### config.mk
export PLATFORM = sky130hd
export DESIGN_NAME = bcj_top
export DESIGN_NICKNAME = d
export VERILOG_FILES = /design/src/common/bcj_pkg.sv /design/src/logic/bcj_bit_clear.sv /design/src/logic/bcj_tick.sv /design/src/logic/bcj_top.sv
export VERILOG_INCLUDE_DIRS = /design/src /design/src/common
export SDC_FILE = /design/constraint.sdc
export NUM_CORES = 1
export LEC_CHECK = 0
export BUFFER_PORTS_ARGS = -buffer_cell sky130_fd_sc_hd__buf_4
export CORE_MARGIN = 2
export CORE_UTILIZATION = 34
export DETAILED_ROUTE_END_ITERATION = 10
export GPL_ROUTABILITY_DRIVEN = 0
export PLACE_DENSITY_LB_ADDON = 0.15
export SYNTH_ARGS = -nofsm -noshare
export SYNTH_HDL_FRONTEND = slang
export SYNTH_HIERARCHICAL = 1
export SYNTH_SLANG_ARGS = --single-unit
### constraint.sdc
create_clock -name sys_clk_in -period 4 [get_ports sys_clk_in]
set_input_delay 0.4 -clock sys_clk_in [delete_from_list [all_inputs] [get_ports sys_clk_in]]
set_output_delay 0.4 -clock sys_clk_in [all_outputs]
set_load 0.03 [all_outputs]
### src/common/bcj_consts.svh
// constants for the bit-clear and jump execution block
`ifndef BCJ_CONSTS_SVH
`define BCJ_CONSTS_SVH

// clocks per T-state (200 MHz core, 50 MHz T-state)
`define BCJ_TSTATE_DIV 8'h04

// opcodes and fields
`define BCJ_OP_PREFIX_BIT 8'hCB
`define BCJ_OP_PREFIX_IX 8'hDD
`define BCJ_OP_PREFIX_IY 8'hFD
`define BCJ_OP_JP 8'hC3
`define BCJ_OP_JR 8'h18
`define BCJ_OP_JR_C 8'h38
`define BCJ_OP_JR_NC 8'h30
`define BCJ_GRP_BIT_CLEAR 2'h2
`define BCJ_GRP_JP_COND 2'h3
`define BCJ_LOW_JP_COND 3'h2
`define BCJ_REG_MEMORY 3'h6
`define BCJ_REG_H 3'h4
`define BCJ_REG_L 3'h5

// flag positions inside the flag byte
`define BCJ_FLAG_S 7
`define BCJ_FLAG_Z 6
`define BCJ_FLAG_PV 2
`define BCJ_FLAG_C 0

// machine cycle lengths in T-states
`define BCJ_T_OPF 3'h4
`define BCJ_T_READ3 3'h3
`define BCJ_T_INT5 3'h5
`define BCJ_T_MRD 3'h4
`define BCJ_T_MWR 3'h3

// register port addresses
`define BCJ_ADDR_CTRL 4'h0
`define BCJ_ADDR_STATUS 4'h1
`define BCJ_ADDR_REG_BASE 4'h2
`define BCJ_ADDR_REG_LAST 4'h9
`define BCJ_ADDR_PC_LO 4'hA
`define BCJ_ADDR_PC_HI 4'hB
`define BCJ_ADDR_IX_LO 4'hC
`define BCJ_ADDR_IX_HI 4'hD
`define BCJ_ADDR_IY_LO 4'hE
`define BCJ_ADDR_IY_HI 4'hF
`define BCJ_CTRL_RUN 0
`define BCJ_STAT_BUSY 0
`define BCJ_STAT_UNSUP 1

// reset values
`define BCJ_RST_BYTE 8'h00
`define BCJ_RST_WORD 16'h0000
`define BCJ_RST_T 3'h0

`endif

### src/common/bcj_pkg.sv
// types for the bit-clear and jump execution block
package bcj_pkg;

  typedef enum logic [3:0] {
    MC_IDLE,
    MC_OPF,
    MC_CBF,
    MC_IXCB,
    MC_DISP,
    MC_XOP,
    MC_IMM_LO,
    MC_IMM_HI,
    MC_JR_DISP,
    MC_JR_ADD,
    MC_MRD,
    MC_MWR
  } bcj_mc_t;

  typedef struct packed {
    logic [7:0] cnt;
    logic tick;
  } bcj_tick_t;

  typedef struct packed {
    bcj_mc_t mc;
    logic [2:0] tcnt;
    logic [15:0] pc;
    logic [7:0][7:0] regs;
    logic [15:0] ix;
    logic [15:0] iy;
    logic run;
    logic unsup;
    logic idx_sel;
    logic [7:0] opc;
    logic [7:0] disp;
    logic [7:0] lo;
    logic [15:0] ea;
    logic [7:0] mdata;
    logic [15:0] mem_addr;
    logic mem_rd;
    logic mem_wr;
    logic [7:0] mem_wdata;
    logic [7:0] rdata;
    logic busy;
  } bcj_state_t;

endpackage

### src/logic/bcj_bit_clear.sv
// clears one selected bit of a byte
`timescale 1ns/1ps
module bcj_bit_clear (
  input wire logic [7:0] data_in,
  input wire logic [2:0] bit_sel_in,
  output logic [7:0] data_out
);
  import bcj_pkg::*;

  genvar i;
  generate
    for (i = 0; i < 8; i = i + 1) begin : g_bit
      // only the selected position is forced low
      assign data_out[i] = data_in[i] & (bit_sel_in != 3'(i));
    end
  endgenerate
endmodule

### src/logic/bcj_tick.sv
// T-state enable divider
`timescale 1ns/1ps
`include "bcj_consts.svh"
module bcj_tick (
  input wire logic sys_clk_in,
  input wire logic resetn_in,
  output logic tick_out
);
  import bcj_pkg::*;

  bcj_tick_t q, d;

  always_comb begin
    d = q;
    d.tick = 1'b0;
    if (q.cnt == `BCJ_TSTATE_DIV - 8'h01) begin
      d.cnt = `BCJ_RST_BYTE;
      d.tick = 1'b1;
    end else begin
      d.cnt = q.cnt + 8'h01;
    end
  end

  always_ff @(posedge sys_clk_in or negedge resetn_in) begin
    if (!resetn_in) begin
      q <= '0;
    end else begin
      q <= d;
    end
  end

  assign tick_out = q.tick;
endmodule

### src/logic/bcj_top.sv
// bit-clear and jump execution core with register port
`timescale 1ns/1ps
`include "bcj_consts.svh"
module bcj_top (
  input wire logic sys_clk_in,
  input wire logic resetn_in,
  input wire logic [3:0] reg_addr_in,
  input wire logic [7:0] reg_wdata_in,
  input wire logic reg_wr_in,
  input wire logic reg_rd_in,
  output logic [7:0] reg_rdata_out,
  input wire logic [7:0] mem_rdata_in,
  output logic [15:0] mem_addr_out,
  output logic mem_rd_out,
  output logic mem_wr_out,
  output logic [7:0] mem_wdata_out,
  output logic busy_out
);
  import bcj_pkg::*;

  bcj_state_t q, d;
  logic tick;
  logic [7:0] clr_src;
  logic [2:0] clr_bit;
  logic [7:0] clr_res;

  bcj_tick u_tick (
    .sys_clk_in(sys_clk_in),
    .resetn_in(resetn_in),
    .tick_out(tick)
  );

  bcj_bit_clear u_clr (
    .data_in(clr_src),
    .bit_sel_in(clr_bit),
    .data_out(clr_res)
  );

  function automatic logic [2:0] mc_len(input bcj_mc_t mc);
    unique case (mc)
      MC_IDLE: mc_len = `BCJ_T_OPF;
      MC_OPF: mc_len = `BCJ_T_OPF;
      MC_CBF: mc_len = `BCJ_T_OPF;
      MC_IXCB: mc_len = `BCJ_T_OPF;
      MC_DISP: mc_len = `BCJ_T_READ3;
      MC_XOP: mc_len = `BCJ_T_INT5;
      MC_IMM_LO: mc_len = `BCJ_T_READ3;
      MC_IMM_HI: mc_len = `BCJ_T_READ3;
      MC_JR_DISP: mc_len = `BCJ_T_READ3;
      MC_JR_ADD: mc_len = `BCJ_T_INT5;
      MC_MRD: mc_len = `BCJ_T_MRD;
      MC_MWR: mc_len = `BCJ_T_MWR;
    endcase
  endfunction

  // condition field against the flag byte
  function automatic logic cond_true(input logic [2:0] cc, input logic [7:0] f);
    logic flag;
    unique case (cc[2:1])
      2'h0: flag = f[`BCJ_FLAG_Z];
      2'h1: flag = f[`BCJ_FLAG_C];
      2'h2: flag = f[`BCJ_FLAG_PV];
      2'h3: flag = f[`BCJ_FLAG_S];
    endcase
    cond_true = (flag == cc[0]);
  endfunction

  // opcode byte of the register form arrives on the bus; memory forms use the saved byte
  always_comb begin
    if (q.mc == MC_CBF) begin
      clr_src = q.regs[mem_rdata_in[2:0]];
      clr_bit = mem_rdata_in[5:3];
    end else begin
      clr_src = mem_rdata_in;
      clr_bit = q.opc[5:3];
    end
  end

  always_comb begin
    bcj_mc_t next_op;
    logic [15:0] pc_inc;
    logic [15:0] idx;
    next_op = q.run ? MC_OPF : MC_IDLE;
    pc_inc = q.pc + 16'h0001;
    idx = q.idx_sel ? q.iy : q.ix;
    d = q;

    // register port: read data valid only in the cycle after the strobe
    d.rdata = `BCJ_RST_BYTE;
    if (reg_rd_in) begin
      unique case (reg_addr_in)
        `BCJ_ADDR_CTRL: d.rdata = {7'h00, q.run};
        `BCJ_ADDR_STATUS: d.rdata = {6'h00, q.unsup, q.mc != MC_IDLE};
        `BCJ_ADDR_PC_LO: d.rdata = q.pc[7:0];
        `BCJ_ADDR_PC_HI: d.rdata = q.pc[15:8];
        `BCJ_ADDR_IX_LO: d.rdata = q.ix[7:0];
        `BCJ_ADDR_IX_HI: d.rdata = q.ix[15:8];
        `BCJ_ADDR_IY_LO: d.rdata = q.iy[7:0];
        `BCJ_ADDR_IY_HI: d.rdata = q.iy[15:8];
        default: d.rdata = q.regs[3'(reg_addr_in - `BCJ_ADDR_REG_BASE)];
      endcase
    end
    if (reg_wr_in) begin
      unique case (reg_addr_in)
        `BCJ_ADDR_CTRL: d.run = reg_wdata_in[`BCJ_CTRL_RUN];
        `BCJ_ADDR_STATUS: begin
          if (reg_wdata_in[`BCJ_STAT_UNSUP]) begin
            d.unsup = 1'b0;
          end
        end
        `BCJ_ADDR_PC_LO: d.pc[7:0] = reg_wdata_in;
        `BCJ_ADDR_PC_HI: d.pc[15:8] = reg_wdata_in;
        `BCJ_ADDR_IX_LO: d.ix[7:0] = reg_wdata_in;
        `BCJ_ADDR_IX_HI: d.ix[15:8] = reg_wdata_in;
        `BCJ_ADDR_IY_LO: d.iy[7:0] = reg_wdata_in;
        `BCJ_ADDR_IY_HI: d.iy[15:8] = reg_wdata_in;
        default: d.regs[3'(reg_addr_in - `BCJ_ADDR_REG_BASE)] = reg_wdata_in;
      endcase
    end

    // sequencer: one step per T-state, action on the last T-state of a machine cycle
    if (q.mc == MC_IDLE) begin
      if (q.run) begin
        d.mc = MC_OPF;
        d.tcnt = `BCJ_RST_T;
      end
    end else if (tick) begin
      if (q.tcnt != mc_len(q.mc) - 3'h1) begin
        d.tcnt = q.tcnt + 3'h1;
      end else begin
        d.tcnt = `BCJ_RST_T;
        unique case (q.mc)
          MC_OPF: begin
            d.pc = pc_inc;
            d.opc = mem_rdata_in;
            if (mem_rdata_in == `BCJ_OP_PREFIX_BIT) begin
              d.mc = MC_CBF;
            end else if (mem_rdata_in == `BCJ_OP_PREFIX_IX ||
                         mem_rdata_in == `BCJ_OP_PREFIX_IY) begin
              d.idx_sel = (mem_rdata_in == `BCJ_OP_PREFIX_IY);
              d.mc = MC_IXCB;
            end else if (mem_rdata_in == `BCJ_OP_JP ||
                         (mem_rdata_in[7:6] == `BCJ_GRP_JP_COND &&
                          mem_rdata_in[2:0] == `BCJ_LOW_JP_COND)) begin
              d.mc = MC_IMM_LO;
            end else if (mem_rdata_in == `BCJ_OP_JR ||
                         mem_rdata_in == `BCJ_OP_JR_C ||
                         mem_rdata_in == `BCJ_OP_JR_NC) begin
              d.mc = MC_JR_DISP;
            end else begin
              // anything outside this block's groups runs as a 4 T-state no-op
              d.unsup = 1'b1;
              d.mc = next_op;
            end
          end
          MC_CBF: begin
            d.pc = pc_inc;
            d.opc = mem_rdata_in;
            if (mem_rdata_in[7:6] != `BCJ_GRP_BIT_CLEAR) begin
              d.unsup = 1'b1;
              d.mc = next_op;
            end else if (mem_rdata_in[2:0] == `BCJ_REG_MEMORY) begin
              d.ea = {q.regs[`BCJ_REG_H], q.regs[`BCJ_REG_L]};
              d.mc = MC_MRD;
            end else begin
              // register form ends here after 4+4 T-states
              d.regs[mem_rdata_in[2:0]] = clr_res;
              d.mc = next_op;
            end
          end
          MC_IXCB: begin
            d.pc = pc_inc;
            if (mem_rdata_in == `BCJ_OP_PREFIX_BIT) begin
              d.mc = MC_DISP;
            end else begin
              d.unsup = 1'b1;
              d.mc = next_op;
            end
          end
          MC_DISP: begin
            d.pc = pc_inc;
            d.disp = mem_rdata_in;
            d.mc = MC_XOP;
          end
          MC_XOP: begin
            d.pc = pc_inc;
            d.opc = mem_rdata_in;
            // index plus signed displacement
            d.ea = idx + {{8{q.disp[7]}}, q.disp};
            if (mem_rdata_in[7:6] == `BCJ_GRP_BIT_CLEAR &&
                mem_rdata_in[2:0] == `BCJ_REG_MEMORY) begin
              d.mc = MC_MRD; // 4+4+3+5 then 4+3 T-states
            end else begin
              d.unsup = 1'b1;
              d.mc = next_op;
            end
          end
          MC_MRD: begin
            d.mdata = clr_res;
            d.mc = MC_MWR;
          end
          MC_MWR: begin
            // flags are never written by the memory forms
            d.mc = next_op;
          end
          MC_IMM_LO: begin
            d.pc = pc_inc;
            d.lo = mem_rdata_in; // low byte first
            d.mc = MC_IMM_HI;
          end
          MC_IMM_HI: begin
            // 4+3+3 T-states whether or not the jump is taken
            if (q.opc == `BCJ_OP_JP ||
                cond_true(q.opc[5:3], q.regs[`BCJ_REG_MEMORY])) begin
              d.pc = {mem_rdata_in, q.lo};
            end else begin
              d.pc = pc_inc;
            end
            d.mc = next_op;
          end
          MC_JR_DISP: begin
            d.pc = pc_inc;
            d.disp = mem_rdata_in;
            if (q.opc == `BCJ_OP_JR ||
                (q.opc == `BCJ_OP_JR_C && q.regs[`BCJ_REG_MEMORY][`BCJ_FLAG_C]) ||
                (q.opc == `BCJ_OP_JR_NC && !q.regs[`BCJ_REG_MEMORY][`BCJ_FLAG_C])) begin
              d.mc = MC_JR_ADD;
            end else begin
              d.mc = next_op; // not taken after 4+3 T-states
            end
          end
          MC_JR_ADD: begin
            // pc already points past both bytes, so the stored byte is offset minus two
            d.pc = q.pc + {{8{q.disp[7]}}, q.disp};
            d.mc = next_op; // taken after 4+3+5 T-states
          end
          default: d.mc = MC_IDLE;
        endcase
      end
    end

    // bus outputs follow the machine cycle being entered
    d.mem_rd = (d.mc != MC_IDLE) && (d.mc != MC_JR_ADD) && (d.mc != MC_MWR);
    d.mem_wr = (d.mc == MC_MWR);
    d.mem_addr = (d.mc == MC_MRD || d.mc == MC_MWR) ? d.ea : d.pc;
    d.mem_wdata = d.mdata;
    d.busy = (d.mc != MC_IDLE);
    if (d.mc == MC_IDLE) begin
      d.mem_rd = 1'b0;
    end
  end

  always_ff @(posedge sys_clk_in or negedge resetn_in) begin
    if (!resetn_in) begin
      q <= '0;
    end else begin
      q <= d;
    end
  end

  assign reg_rdata_out = q.rdata;
  assign mem_addr_out = q.mem_addr;
  assign mem_rd_out = q.mem_rd;
  assign mem_wr_out = q.mem_wr;
  assign mem_wdata_out = q.mem_wdata;
  assign busy_out = q.busy;
endmodule

* Yosys cells after proc, flatten, opt, wreduce, memory -nomap -nowiden *
Cells that the tools add are included.

storage, ports and cells
  logic and storage cells = 229
  memories = 0
  bits in latches = 0
  bits in read-only memories = 0
  output and inout port bits = 35
  flip-flop bits (word level) = 206
  bits of input ports = 24
  memory bits (writable) = 0

cells by class
  multiplexer cells = 81
  div/mod/pow operators = 0
  add/subtract/negate cells = 7
  eq/ne operators = 52
  bitwise operators = 11
  shifts and indexed selects = 0
  order comparisons = 4
  $mul = 0
  reduce and logical (&&, ||, !) cells = 44

operators with widths
  operator                                        number
  2-to-1 mux 64 bit                               4
  2-to-1 mux 80 bit                               2
  2-to-1 mux 50 bit                               3
  2-to-1 mux 8 bit                                17
  bitwise mux 64 bit                              2
  2-to-1 mux 114 bit                              1
  2-to-1 mux 87 bit                               1
  2-to-1 mux 16 bit                               5
  case mux 8 bit (8 select lines)                 1
  binary-select mux 8 bit (select 3 bit)          2
  demux 8 bit (select 3 bit)                      2
  == test 4 bit (second input constant)           12
  case mux 16 bit (3 select lines)                1
  == test 8 bit (second input constant)           5
  2-to-1 mux 4 bit                                9
  case mux 4 bit (9 select lines)                 1
  adder 16 bit                                    2
  == test 8 x 6 -> 1 bit (second input constant)  4
  case mux 16 bit (2 select lines)                1
  2-to-1 mux 1 bit                                18
  adder 16 x 1 -> 16 bit (second input constant)  1
  == test 4 x 3 -> 1 bit (second input constant)  4
  == test 8 x 5 -> 1 bit (second input constant)  2
  AND reduction 4 bit                             4
  43 further kinds                                95

* Logic depth before layout (Yosys ltp) *
Gate-level depths: netlist (run 1).

  depth in word-level cells = 21
  depth in mapped cells = 16
  gate-level depth less buffers = 12

* Cells and area by module *
The synthesis (run 1) kept the hierarchy.

modules (own cells, without submodules)
  module         cells each  times used  area an instance (sq um)  sequential area each (sq um)
  bcj_top        1323        1           13148.9                   4929.7
  bcj_tick       30          1           384.1                     225.2
  bcj_bit_clear  12          1           83.8                      0.0

* Least setup slack after synthesis (run 1) *
OpenSTA, ideal clock, no wires.

  path kind = reg2reg
  from = reg q[83] in the netlist's numbering
  to = reg q, in the netlist mem_addr_out[12]
  clock period less this slack = 3.382 ns
  library setup time = 0.127 ns
  data arrival time = 3.255 ns
  slack = 0.618 ns
  cell stages (with the launch flop) = 13
  required time = 3.873 ns
  path buffers = 1
  cells stage by stage = dfrtp_1 -> clkbuf_1 -> mux2_2 -> ha_1 -> fa_1 -> a21oi_1 -> o21ai_0 -> a2111oi_0 -> nor4_1 -> a2111oi_2 -> xor2_1 -> o21ai_1 -> mux2_1

RTL lines
  element                 RTL line        text
  from (decl)             bcj_top.sv:21   bcj_state_t q, d;
  from (signal assigned)  bcj_top.sv:255  q <= '0;
  from (signal assigned)  bcj_top.sv:257  q <= d;

==> results of run 1 <==
-- power by group through the flow --
stage,logic [µW],registers (µW),clock network [µW]
after floorplan,2060,2930,0
after global placement,2650,3240,0
after detailed placement,2670,3250,0
after CTS,2680,3210,2390
after global routing,2930,3280,2470
final,2680,3220,2330
-- cells in the mapped netlist (4+ instances only) --
master      n  area (µm²)
a211oi_1   14         105
a21o_1      9        67.6
a21oi_1    94         470
a21oi_2     8        70.1
a221oi_1   13         114
a222oi_1    4        40.0
a22o_1     10        87.6
a22oi_1    21         158
a31oi_1    11        68.8
a32oi_1     5        43.8
and2_1      4        25.0
and3_1     13        81.3
and4_1      4        35.0
buf_1       6        22.5
buf_2      16        80.1
buf_4      32         240
buf_6       7        78.8
clkbuf_1   57         214
dfrtp_1   206        5150
ha_1       39         488
inv_1      18        67.6
mux2_1      4        45.0
mux2_2    110        1240
mux2i_1    96         961
mux4_2     23         518
nand2_1   115         432
nand2b_1    9        56.3
nand3_1    37         185
nand3b_1    6        45.0
nand4_1    10        62.6
nor2_1     88         330
nor2b_1    15        93.8
nor3_1     14        70.1
nor4_1      4        25.0
o211ai_1    7        52.6
o21a_1      8        60.1
o21ai_0    78         390
o21ai_1    12        60.1
o22ai_1     8        50.1
or2_2       4        25.0
or3_1       4        25.0
xnor2_1    24         210
xor2_1     20         175
-- per-stage QoR --
stage,std cells,utilization [%]
2_1_floorplan,1365,-
5_1_grt,1902,38.2
3_3_place_gp,1858,36.1
4_1_cts,1902,38.2
3_5_place_dp,1858,36.1
6_report,1902,38.2
-- logic make-up (layout without fill, tap and decap cells) --
logic type | Yosys count | in the layout | share of synthesized area [%]
DFF | 206 | 206 | 37.9
and+or+nand+nor | 356 | 356 | 13.1
xor gates and xnor gates | 47 | 47 | 3.19
buffers and inverters | 140 | 152 | 5.27
muxes | 234 | 234 | 20.4
AOI/OAI and AO/OA | 341 | 341 | 16.3
adders and majority gates | 41 | 41 | 3.88
-- cell usage in the layout, fill, tap and decap left out, drive strengths merged, types with 18 or more instances in the layout --
cell	count
a21oi	102
a22oi	21
buf	86
clkbuf	37
dfrtp	206
ha	39
inv	20
mux2	115
mux2i	96
mux4	23
nand2	116
nand3	37
nor2	91
nor3	18
o21ai	91
xnor2	26
xor2	21
-- worst min-delay path, stage by stage --
cell and delay (ns):
buf_4 0.15, inv_1 0.06, a211oi_1 0.04
-- final cells by class --
cell class | count | area share [%]
Inverter | 22 | 0.545
Sequential cell | 206 | 34.0
Clock buffer | 37 | 5.11
Timing Repair Buffer | 87 | 4.46
Clock inverter | 6 | 0.364
Multi-Input combinational cell | 1019 | 51.1
Tap cell | 525 | 4.34
-- registers in the layout (all words and copies together) (netlist names) --
register	cells
busy_out	1
mem_addr_out	16
mem_rd_out	1
mem_wdata_out	8
mem_wr_out	1
q	162
reg_rdata_out	8
u_tick/q	8
u_tick/tick_out	1
-- per-layer routing --
metal	wire [µm]	up-vias
li1	-	4995
met1	21000	5385
met2	20400	348
met3	2290	96
met4	1870	0
met5	0	-
-- how the worst min path moves through the flow --
stage	start	endpoint	slack, ns	depth (start not counted)
finish	reg_rd_in	reg_rdata_out[6]	0.14	3
global route	reg_rd_in	reg_rdata_out[6]	0.14	3
floorplan	resetn_in	busy_out	0.10	0
CTS	reg_rd_in	reg_rdata_out[6]	0.12	3
global placement	u_tick/q[8]	u_tick/q[8]	0.47	1
detailed placement	u_tick/q[8]	u_tick/q[8]	0.48	1
==> results.toml, run 1 <==
[outcome]
status = "completed"

[hold_path]
min_path_type = "primary input to flip-flop"

[worst_setup_path]
setup.worst_path.end_class = "flip-flop"
crit_path_top_delay_cell = "a2111oi_0"
cpLargestDelayFamily = "compound AO/OA/AOI/OAI gates"
cp.arrival_ns = 4.06
critPathRequiredTime_ns = 4.43
start_kind = "flip-flop"
worst-path-stages = 11
slowest_delay_ns = 0.57
reg2reg_slack_ns = 0.37
cp_cell_sequence = "mux2_2 -> ha_1 -> fa_1 -> a21oi_1 -> o21ai_0 -> a2111oi_0 -> nor4_1 -> a2111oi_2 -> xor2_1 -> o21ai_1 -> mux2_1"
timing.rr.start = "q[83]"
reg2reg_to = "mem_addr_out[12]"
startpoint = "q[83]"
crit_fanout = 6
crit_buf_inv = 0
endpoint = "mem_addr_out[12]"
crit_type = "flip-flop to flip-flop"
reg2reg_depth = 11

[timing]
whs_ns = 0.143
worstMarginPinSlew_ns = 1.11
min_period_ns = 3.63
setup_ws_ns = 0.371
final.setup_skew_ns = 0.0136
max_clock_freq_mhz = 276
hold_viol = 0
rsz0062_at_grt = "false"
final.setup.tns_ns = 0
slew_headroom_pct = 26.0
slew_violations = 0
fin_crit_sh_pct = 90.7
setup_violations = 0

[final_layout]
multi_input_area_um2 = 7740
fill_cells = 4000
fin_area_um2 = 15100
final_nets = 1427
syn_to_final_growth_pct = 11.2
drive_gt1_share_pct = 21.6
diodes = 0
regArea_um2 = 5150

[global_routing]
grt_pass1_wl_um = 70300
use_met3_pct = 3.33
grt_pass1_vias = 11000
grtUsageMet2_pct = 34.5
grt_max_degree = 94
met1_usage_pct = 31.6
grt_overflow = 0
gr-usage-all-layers_pct = 22.3
grt_busiest_layer = "met2"
antenna_found_initial = 0

[clocking]
clockRootBuffer = "clkbuf_16"
cts.clk_slew.worst_paths_ns = 0.06
clk_latency_ns = 0.56
htree_levels = 1
cts_setup_buffers = 0
clockBufferDepth = 3
cts_num_sinks = 206
ctsHoldBuffers = 1
cts_made_buffers = 26
ctsResizeCount = 0
cts_tree = "built"

[drt]
num_vias = 10800
postRouteAntennaNets = 0
totalWireLength_um = 45500
viasPerCell = 5.69
detail_route.iter0.violations = 913
firstDrtPassIters = 5
drc = 0
wl_per_cell_um = 23.9

[placement]
dpl_worst_slack_ns = 0.443
port_buffers = 58
dp_hpwl_um = 33000
place_area_um2 = 14300

[die]
start_util_pct = 34.4
die_x_um = 204
ios = 59
core_area_um2 = 39600
die_h_um = 204
die-area_um2 = 41700
rows = 73

[synth]
ys_types = 90
ys_warn_count = 6
synth_cells = 1365
synth_edf_count = 0
ys.flop_type = "dfrtp_1"
ys_seq_area_share_pct = 37.9
syn_nets = 1430
syn-cell-area_um2 = 13600
synthArstFlopShare_pct = 100
avgSynthCellArea_um2 = 9.98
ys_ff_latch = 206

[power_and_ir_drop]
peakVddDrop_uv = 288
swShare_pct = 37.8
p_switching_uw = 3110
power.leakage_uw = 0.00683
pwr-share-seq_pct = 39.1
clock_power_share_pct = 28.3
total_power_uw = 8230
comb_power_share_pct = 32.5
power.density_nw_per_um2 = 544
p_int_uw = 5130

[flow_run]
max-cap-violations = 0
(Power assumes the default switching activity.)
==> run 2, diff against run 1 <==
==> constraint.sdc (replaced) <==
create_clock -name sys_clk_in -period 3 [get_ports sys_clk_in]
set_input_delay 0.3 -clock sys_clk_in [delete_from_list [all_inputs] [get_ports sys_clk_in]]
set_output_delay 0.3 -clock sys_clk_in [all_outputs]
set_load 0.03 [all_outputs]
==> run 2 against run 1 <==
Net effect: die area is the same; clock skew is essentially flat; power grew 40%; worst hold slack lost 0.10 ns; largest cell class unchanged; critical endpoint is now mem_addr_out[6]; first-iteration DRC count shrank 9.1%; flip-flop and latch count is the same; setup slack lost 0.26 ns; clock-buffer cell count grew 5; global-route usage grew 0.12 points.
==> results.toml, run 2 (synthesis results as in run 1) <==
[hold_path]
min_path_type = "primary input to flip-flop"
hold_depth = 3
hold_start = "reg_rd_in"

[final_layout]
largest_reg_flops = 162
drive_gt1_share_pct = 28.6
regArea_um2 = 5150
multi_input_area_um2 = 7980
final_common_cell = "dfrtp_1"
most-common-layout-cells = "dfrtp_1, buf_4, nand2_1, mux2_2, mux2i_1"
finalNonFillerCells = 1991
top_register = "q"
utilization_pct = 40.8
syn_to_final_growth_pct = 18.7
fill_cells = 3967
final_nets = 1515
diodes = 0

[die]
die_x_um = 204
die_h_um = 204
ios = 59
core_area_um2 = 39600
die-area_um2 = 41700
rows = 73
start_util_pct = 34.4

[drt]
viasPerCell = 5.58
detail_route.iter0.violations = 830
totalWireLength_um = 46900
postRouteAntennaNets = 0
num_vias = 11100
drc = 0
firstDrtPassIters = 6
wl_per_cell_um = 23.5

[timing]
worstMarginPinSlew_ns = 0.877
slew_headroom_pct = 41.5
fin_crit_sh_pct = 96.3
max_clock_freq_mhz = 346
final.setup_skew_ns = 0.0131
final.setup.tns_ns = 0
setup_violations = 0
min_period_ns = 2.89
hold_viol = 0
slew_violations = 0

[worst_setup_path]
crit_fanout = 3
setup.worst_path.end_class = "flip-flop"
cp.arrival_ns = 3.32
crit_type = "flip-flop to flip-flop"
critPathRequiredTime_ns = 3.43
reg2reg_depth = 10
timing.rr.start = "q[67]"
start_kind = "flip-flop"
startpoint = "q[67]"

[global_routing]
antenna_found_initial = 0
gr-usage-all-layers_pct = 22.4
grt_max_degree = 98
grt_pass1_vias = 11000
grt_pass1_wl_um = 70800
grt_overflow = 0

[placement]
dp.cells = 1939
dp_hpwl_um = 34700
port_buffers = 58

[clocking]
htree_levels = 1
clk_latency_ns = 0.56
clockBufferDepth = 3
cts_num_sinks = 206
cts_tree = "built"
clockRootBuffer = "clkbuf_16"
cts_made_buffers = 27
cts.clk_slew.worst_paths_ns = 0.06

[flow_run]
max-cap-violations = 0

[power_and_ir_drop]
power.density_nw_per_um2 = 712
power.leakage_uw = 0.00732
peakVddDrop_uv = 363

[outcome]
status = "completed"
run 2: cell count changes in the layout (fill, tap and decap cells not counted), sizes merged:
cell	previous run	this run
buf	86	172
clkbuf	37	43
clkinv	7	4
run 2: metrics by stage:
step                      hold slack (ns)  worst slack (ns)  total power [µW]  instance area, µm²
after detailed placement            0.384           -0.0456              8220               15000
after global routing               0.0422           -0.0131             12100               16200
after floorplan                   0.00441           -0.0509              6680               13700
after global placement              0.378           -0.0682              8190               15000
after CTS                          0.0205            0.0174             11500               15900
final                              0.0407             0.112             11500               16200
run 2: report_power, final:
part / internal [µW] / switching, µW
clock: 1940 / 1260
combinational: 1840 / 2290
sequential: 3440 / 736
run 2: final timing paths:
check	slack [ns]	end
worst min-delay path	0.04	reg_rdata_out[6]
max in group asynchronous	1.82	q[149]
worst min register to register	0.47	u_tick/q[8]
min in group asynchronous	0.34	mem_wr_out
worst max register to register	0.11	mem_addr_out[6]
worst max-delay path	0.11	mem_addr_out[6]
run 2: layout make-up:
type	instances	area share, %
repair buffers	174	8.83
clock inverters	3	0.248
inverters	22	0.511
well taps	525	4.06
flip-flops and latches	206	31.9
clock buffers	42	5.09
multi-input cells	1019	49.4
run 2: layer usage:
| layer | part of all wire (%) | vias to the layer above | global-route usage, % |
|---|---|---|---|
| met5 | 0 | - | 0 |
| met4 | 3.1 | 0 | 6.68 |
| met3 | 4.3 | 63 | 2.87 |
| met2 | 47 | 287 | 36.3 |
| met1 | 46 | 5585 | 31.3 |
| li1 | - | 5173 | - |
run 2: repair_timing:
item | 4_1_cts | 5_1_grt
setup endpoints to repair | 3 | 35
resized for setup | 2 | 51
hold buffers | 1 | 0
gates cloned | 0 | 2
setup buffers | 0 | 4
hold endpoints to repair | 94 | 0
pin swaps | 1 | 12
run 2: critical path, cell delays in order (launching register included):
cell and delay (ns):
dfrtp_1 0.42, ha_1 0.28, fa_1 0.45, a211oi_2 0.28
nor2_1 0.12, o21a_1 0.18, nor2_1 0.11, xnor2_1 0.09
a222oi_1 0.41, mux2i_1 0.16, mux2_4 0.28
==> run 3, diff against run 2 <==
--- a/config.mk
+++ b/config.mk
@@ -6,10 +6,10 @@
 export SDC_FILE = /design/constraint.sdc
 export NUM_CORES = 1
 export LEC_CHECK = 0
-export BUFFER_PORTS_ARGS = -buffer_cell sky130_fd_sc_hd__buf_4
 export CORE_MARGIN = 2
 export CORE_UTILIZATION = 34
 export DETAILED_ROUTE_END_ITERATION = 10
+export DONT_BUFFER_PORTS = 1
 export GPL_ROUTABILITY_DRIVEN = 0
 export PLACE_DENSITY_LB_ADDON = 0.15
 export SYNTH_ARGS = -nofsm -noshare
==> run 3 against run 2 <==
Net effect: the flow now finishes with violations (negative hold slack); power is 3.0% lower; sequential power rose by 6.7%; largest power group unchanged; critical path type unchanged; worst hold slack worse by 0.60 ns; critical endpoint is now mem_addr_out[12]; sequential share of layout area is 0.46 points higher; clock power down 2%.
==> results.toml, run 3 (synthesis results as in run 1) <==
[timing]
final.setup.tns_ns = 0
setup_violations = 0
min_period_ns = 2.97
final.setup_skew_ns = 0.0106
slew_headroom_pct = 40.9
hold_viol = 206
worstMarginPinSlew_ns = 0.883
max_clock_freq_mhz = 337
slew_violations = 0
whs_ns = -0.561
fin_crit_sh_pct = 99.0
rsz0062_at_grt = "true"

[die]
die_h_um = 204
ios = 59
die_x_um = 204
start_util_pct = 34.4
die-area_um2 = 41700
core_area_um2 = 39600
rows = 73

[clocking]
clockBufferDepth = 3
cts.clk_slew.worst_paths_ns = 0.06
cts_made_buffers = 26
cts_num_sinks = 206
htree_levels = 1
cts_tree = "built"
ctsHoldBuffers = 21
clockRootBuffer = "clkbuf_16"
clk_latency_ns = 0.56

[power_and_ir_drop]
power.leakage_uw = 0.00710
power.density_nw_per_um2 = 700
peakVddDrop_uv = 382

[worst_setup_path]
start_kind = "flip-flop"
crit_top_cell = "mux2_4"
cpLargestDelayFamily = "compound AO/OA/AOI/OAI gates"
crit_buf_inv = 0
slowest_delay_ns = 0.41
cp_cell_sequence = "mux2_4 -> ha_4 -> fa_2 -> a21oi_2 -> o21ai_2 -> a2111oi_4 -> nor4_2 -> a2111oi_2 -> xor2_1 -> o21ai_1 -> mux2_4"
crit_fanout = 2
critPathRequiredTime_ns = 3.44
crit_type = "flip-flop to flip-flop"
setup.worst_path.end_class = "flip-flop"
cp.arrival_ns = 3.41
crit_path_top_delay_cell = "dfrtp_1"

[final_layout]
drive_gt1_share_pct = 25.8
top_register = "q"
multi_input_area_um2 = 8050
largest_reg_flops = 162
syn_to_final_growth_pct = 17.0
final_nets = 1475
regArea_um2 = 5150
most-common-layout-cells = "dfrtp_1, nand2_1, mux2_2, buf_4, mux2i_1"
fill_cells = 3914
final_common_cell = "dfrtp_1"

[drt]
postRouteAntennaNets = 0
num_vias = 11100
drc = 0
viasPerCell = 5.69
totalWireLength_um = 49400
wl_per_cell_um = 25.3
detail_route.iter0.violations = 1060
firstDrtPassIters = 6

[global_routing]
grt_overflow = 0
antenna_found_initial = 3
grt_pass1_vias = 10900
grt_pass1_wl_um = 73100
grt_max_degree = 207
gr-usage-all-layers_pct = 23.5

[placement]
port_buffers = 0
dp_hpwl_um = 33900

[hold_path]
min_path_type = "primary input to asynchronous set/reset pin"

[flow_run]
max-cap-violations = 0

[outcome]
status = "complete, but fails checks"
violations = "negative hold slack"
## run 3: changes by cell type in the layout (fill, tap and decap cells not counted), moves of 2 or more
cell / delta
buf_4: -57
clkbuf_1: +4
clkbuf_8: -5
diode_2: +2
dlygate4sd3_1: +20
ha_1: -2
ha_4: +2
mux2_2: -3
mux2_4: +4
nor2_1: -10
nor2_2: +9
o21ai_2: -2
## run 3: final cells by class
| cell class | instances | area share (%) |
|---|---|---|
| Antenna cell | 2 | 0.0314 |
| Clock buffer | 41 | 4.82 |
| Clock inverter | 5 | 0.330 |
| Inverter | 22 | 0.518 |
| Multi-Input combinational cell | 1019 | 50.5 |
| Sequential cell | 206 | 32.4 |
| Tap cell | 525 | 4.12 |
| Timing Repair Buffer | 135 | 7.31 |
## run 3: final timing paths
| check | start | end | slack [ns] | depth (start not counted) |
|---|---|---|---|---|
| worst min-delay path | resetn_in | mem_wr_out | -0.56 | 0 |
| worst max-delay path | q[83] | mem_addr_out[12] | 0.03 | 11 |
| min in group sys_clk_in | reg_wdata_in[0] | q[182] | 0.02 | 2 |
| worst min register to register | u_tick/q[8] | u_tick/q[8] | 0.48 | 1 |
| max in group asynchronous | resetn_in | reg_rdata_out[2] | 3.23 | 0 |
| worst max register to register | q[83] | mem_addr_out[12] | 0.03 | 11 |
## run 3: timing repair
item	in CTS	in global routing
endpoints found under the hold margin	339	206
gates resized for setup	1	66
pin swaps	1	15
endpoints found under the setup margin	7	61
setup buffers	1	10
cloned	0	2
## run 3: stage by stage
step                setup slack [ns]  cells  total power [µW]  util (%)  area [µm²]
global placement              -0.127   1873              7760      36.6       14500
global route                 -0.0778   1954             11700      40.2       15900
finish                        0.0287   1955             11200      40.2       15900
floorplan                    -0.0509   1365              6680         -       13700
CTS                          0.00513   1941             11000      39.2       15500
detailed placement           -0.0761   1873              7800      36.6       14500
## run 3: routing by layer
layer	track usage (%)	vias to the layer above	part of all wire, %	wire, µm
li1	-	5117	-	-
met2	36.1	358	45	22200
met5	0.238	-	0.067	33
met1	33.0	5572	45	22100
met3	5.23	79	7.2	3580
met4	7.17	2	2.9	1450
## run 3: power breakdown
part	internal [µW]	total, µW	leakage [µW]	switching, µW
clock	1830	3130	0.000399	1300
combinational	1710	3580	0.00418	1870
sequential	3430	4450	0.00252	1020
total	6970	11200	0.00710	4190
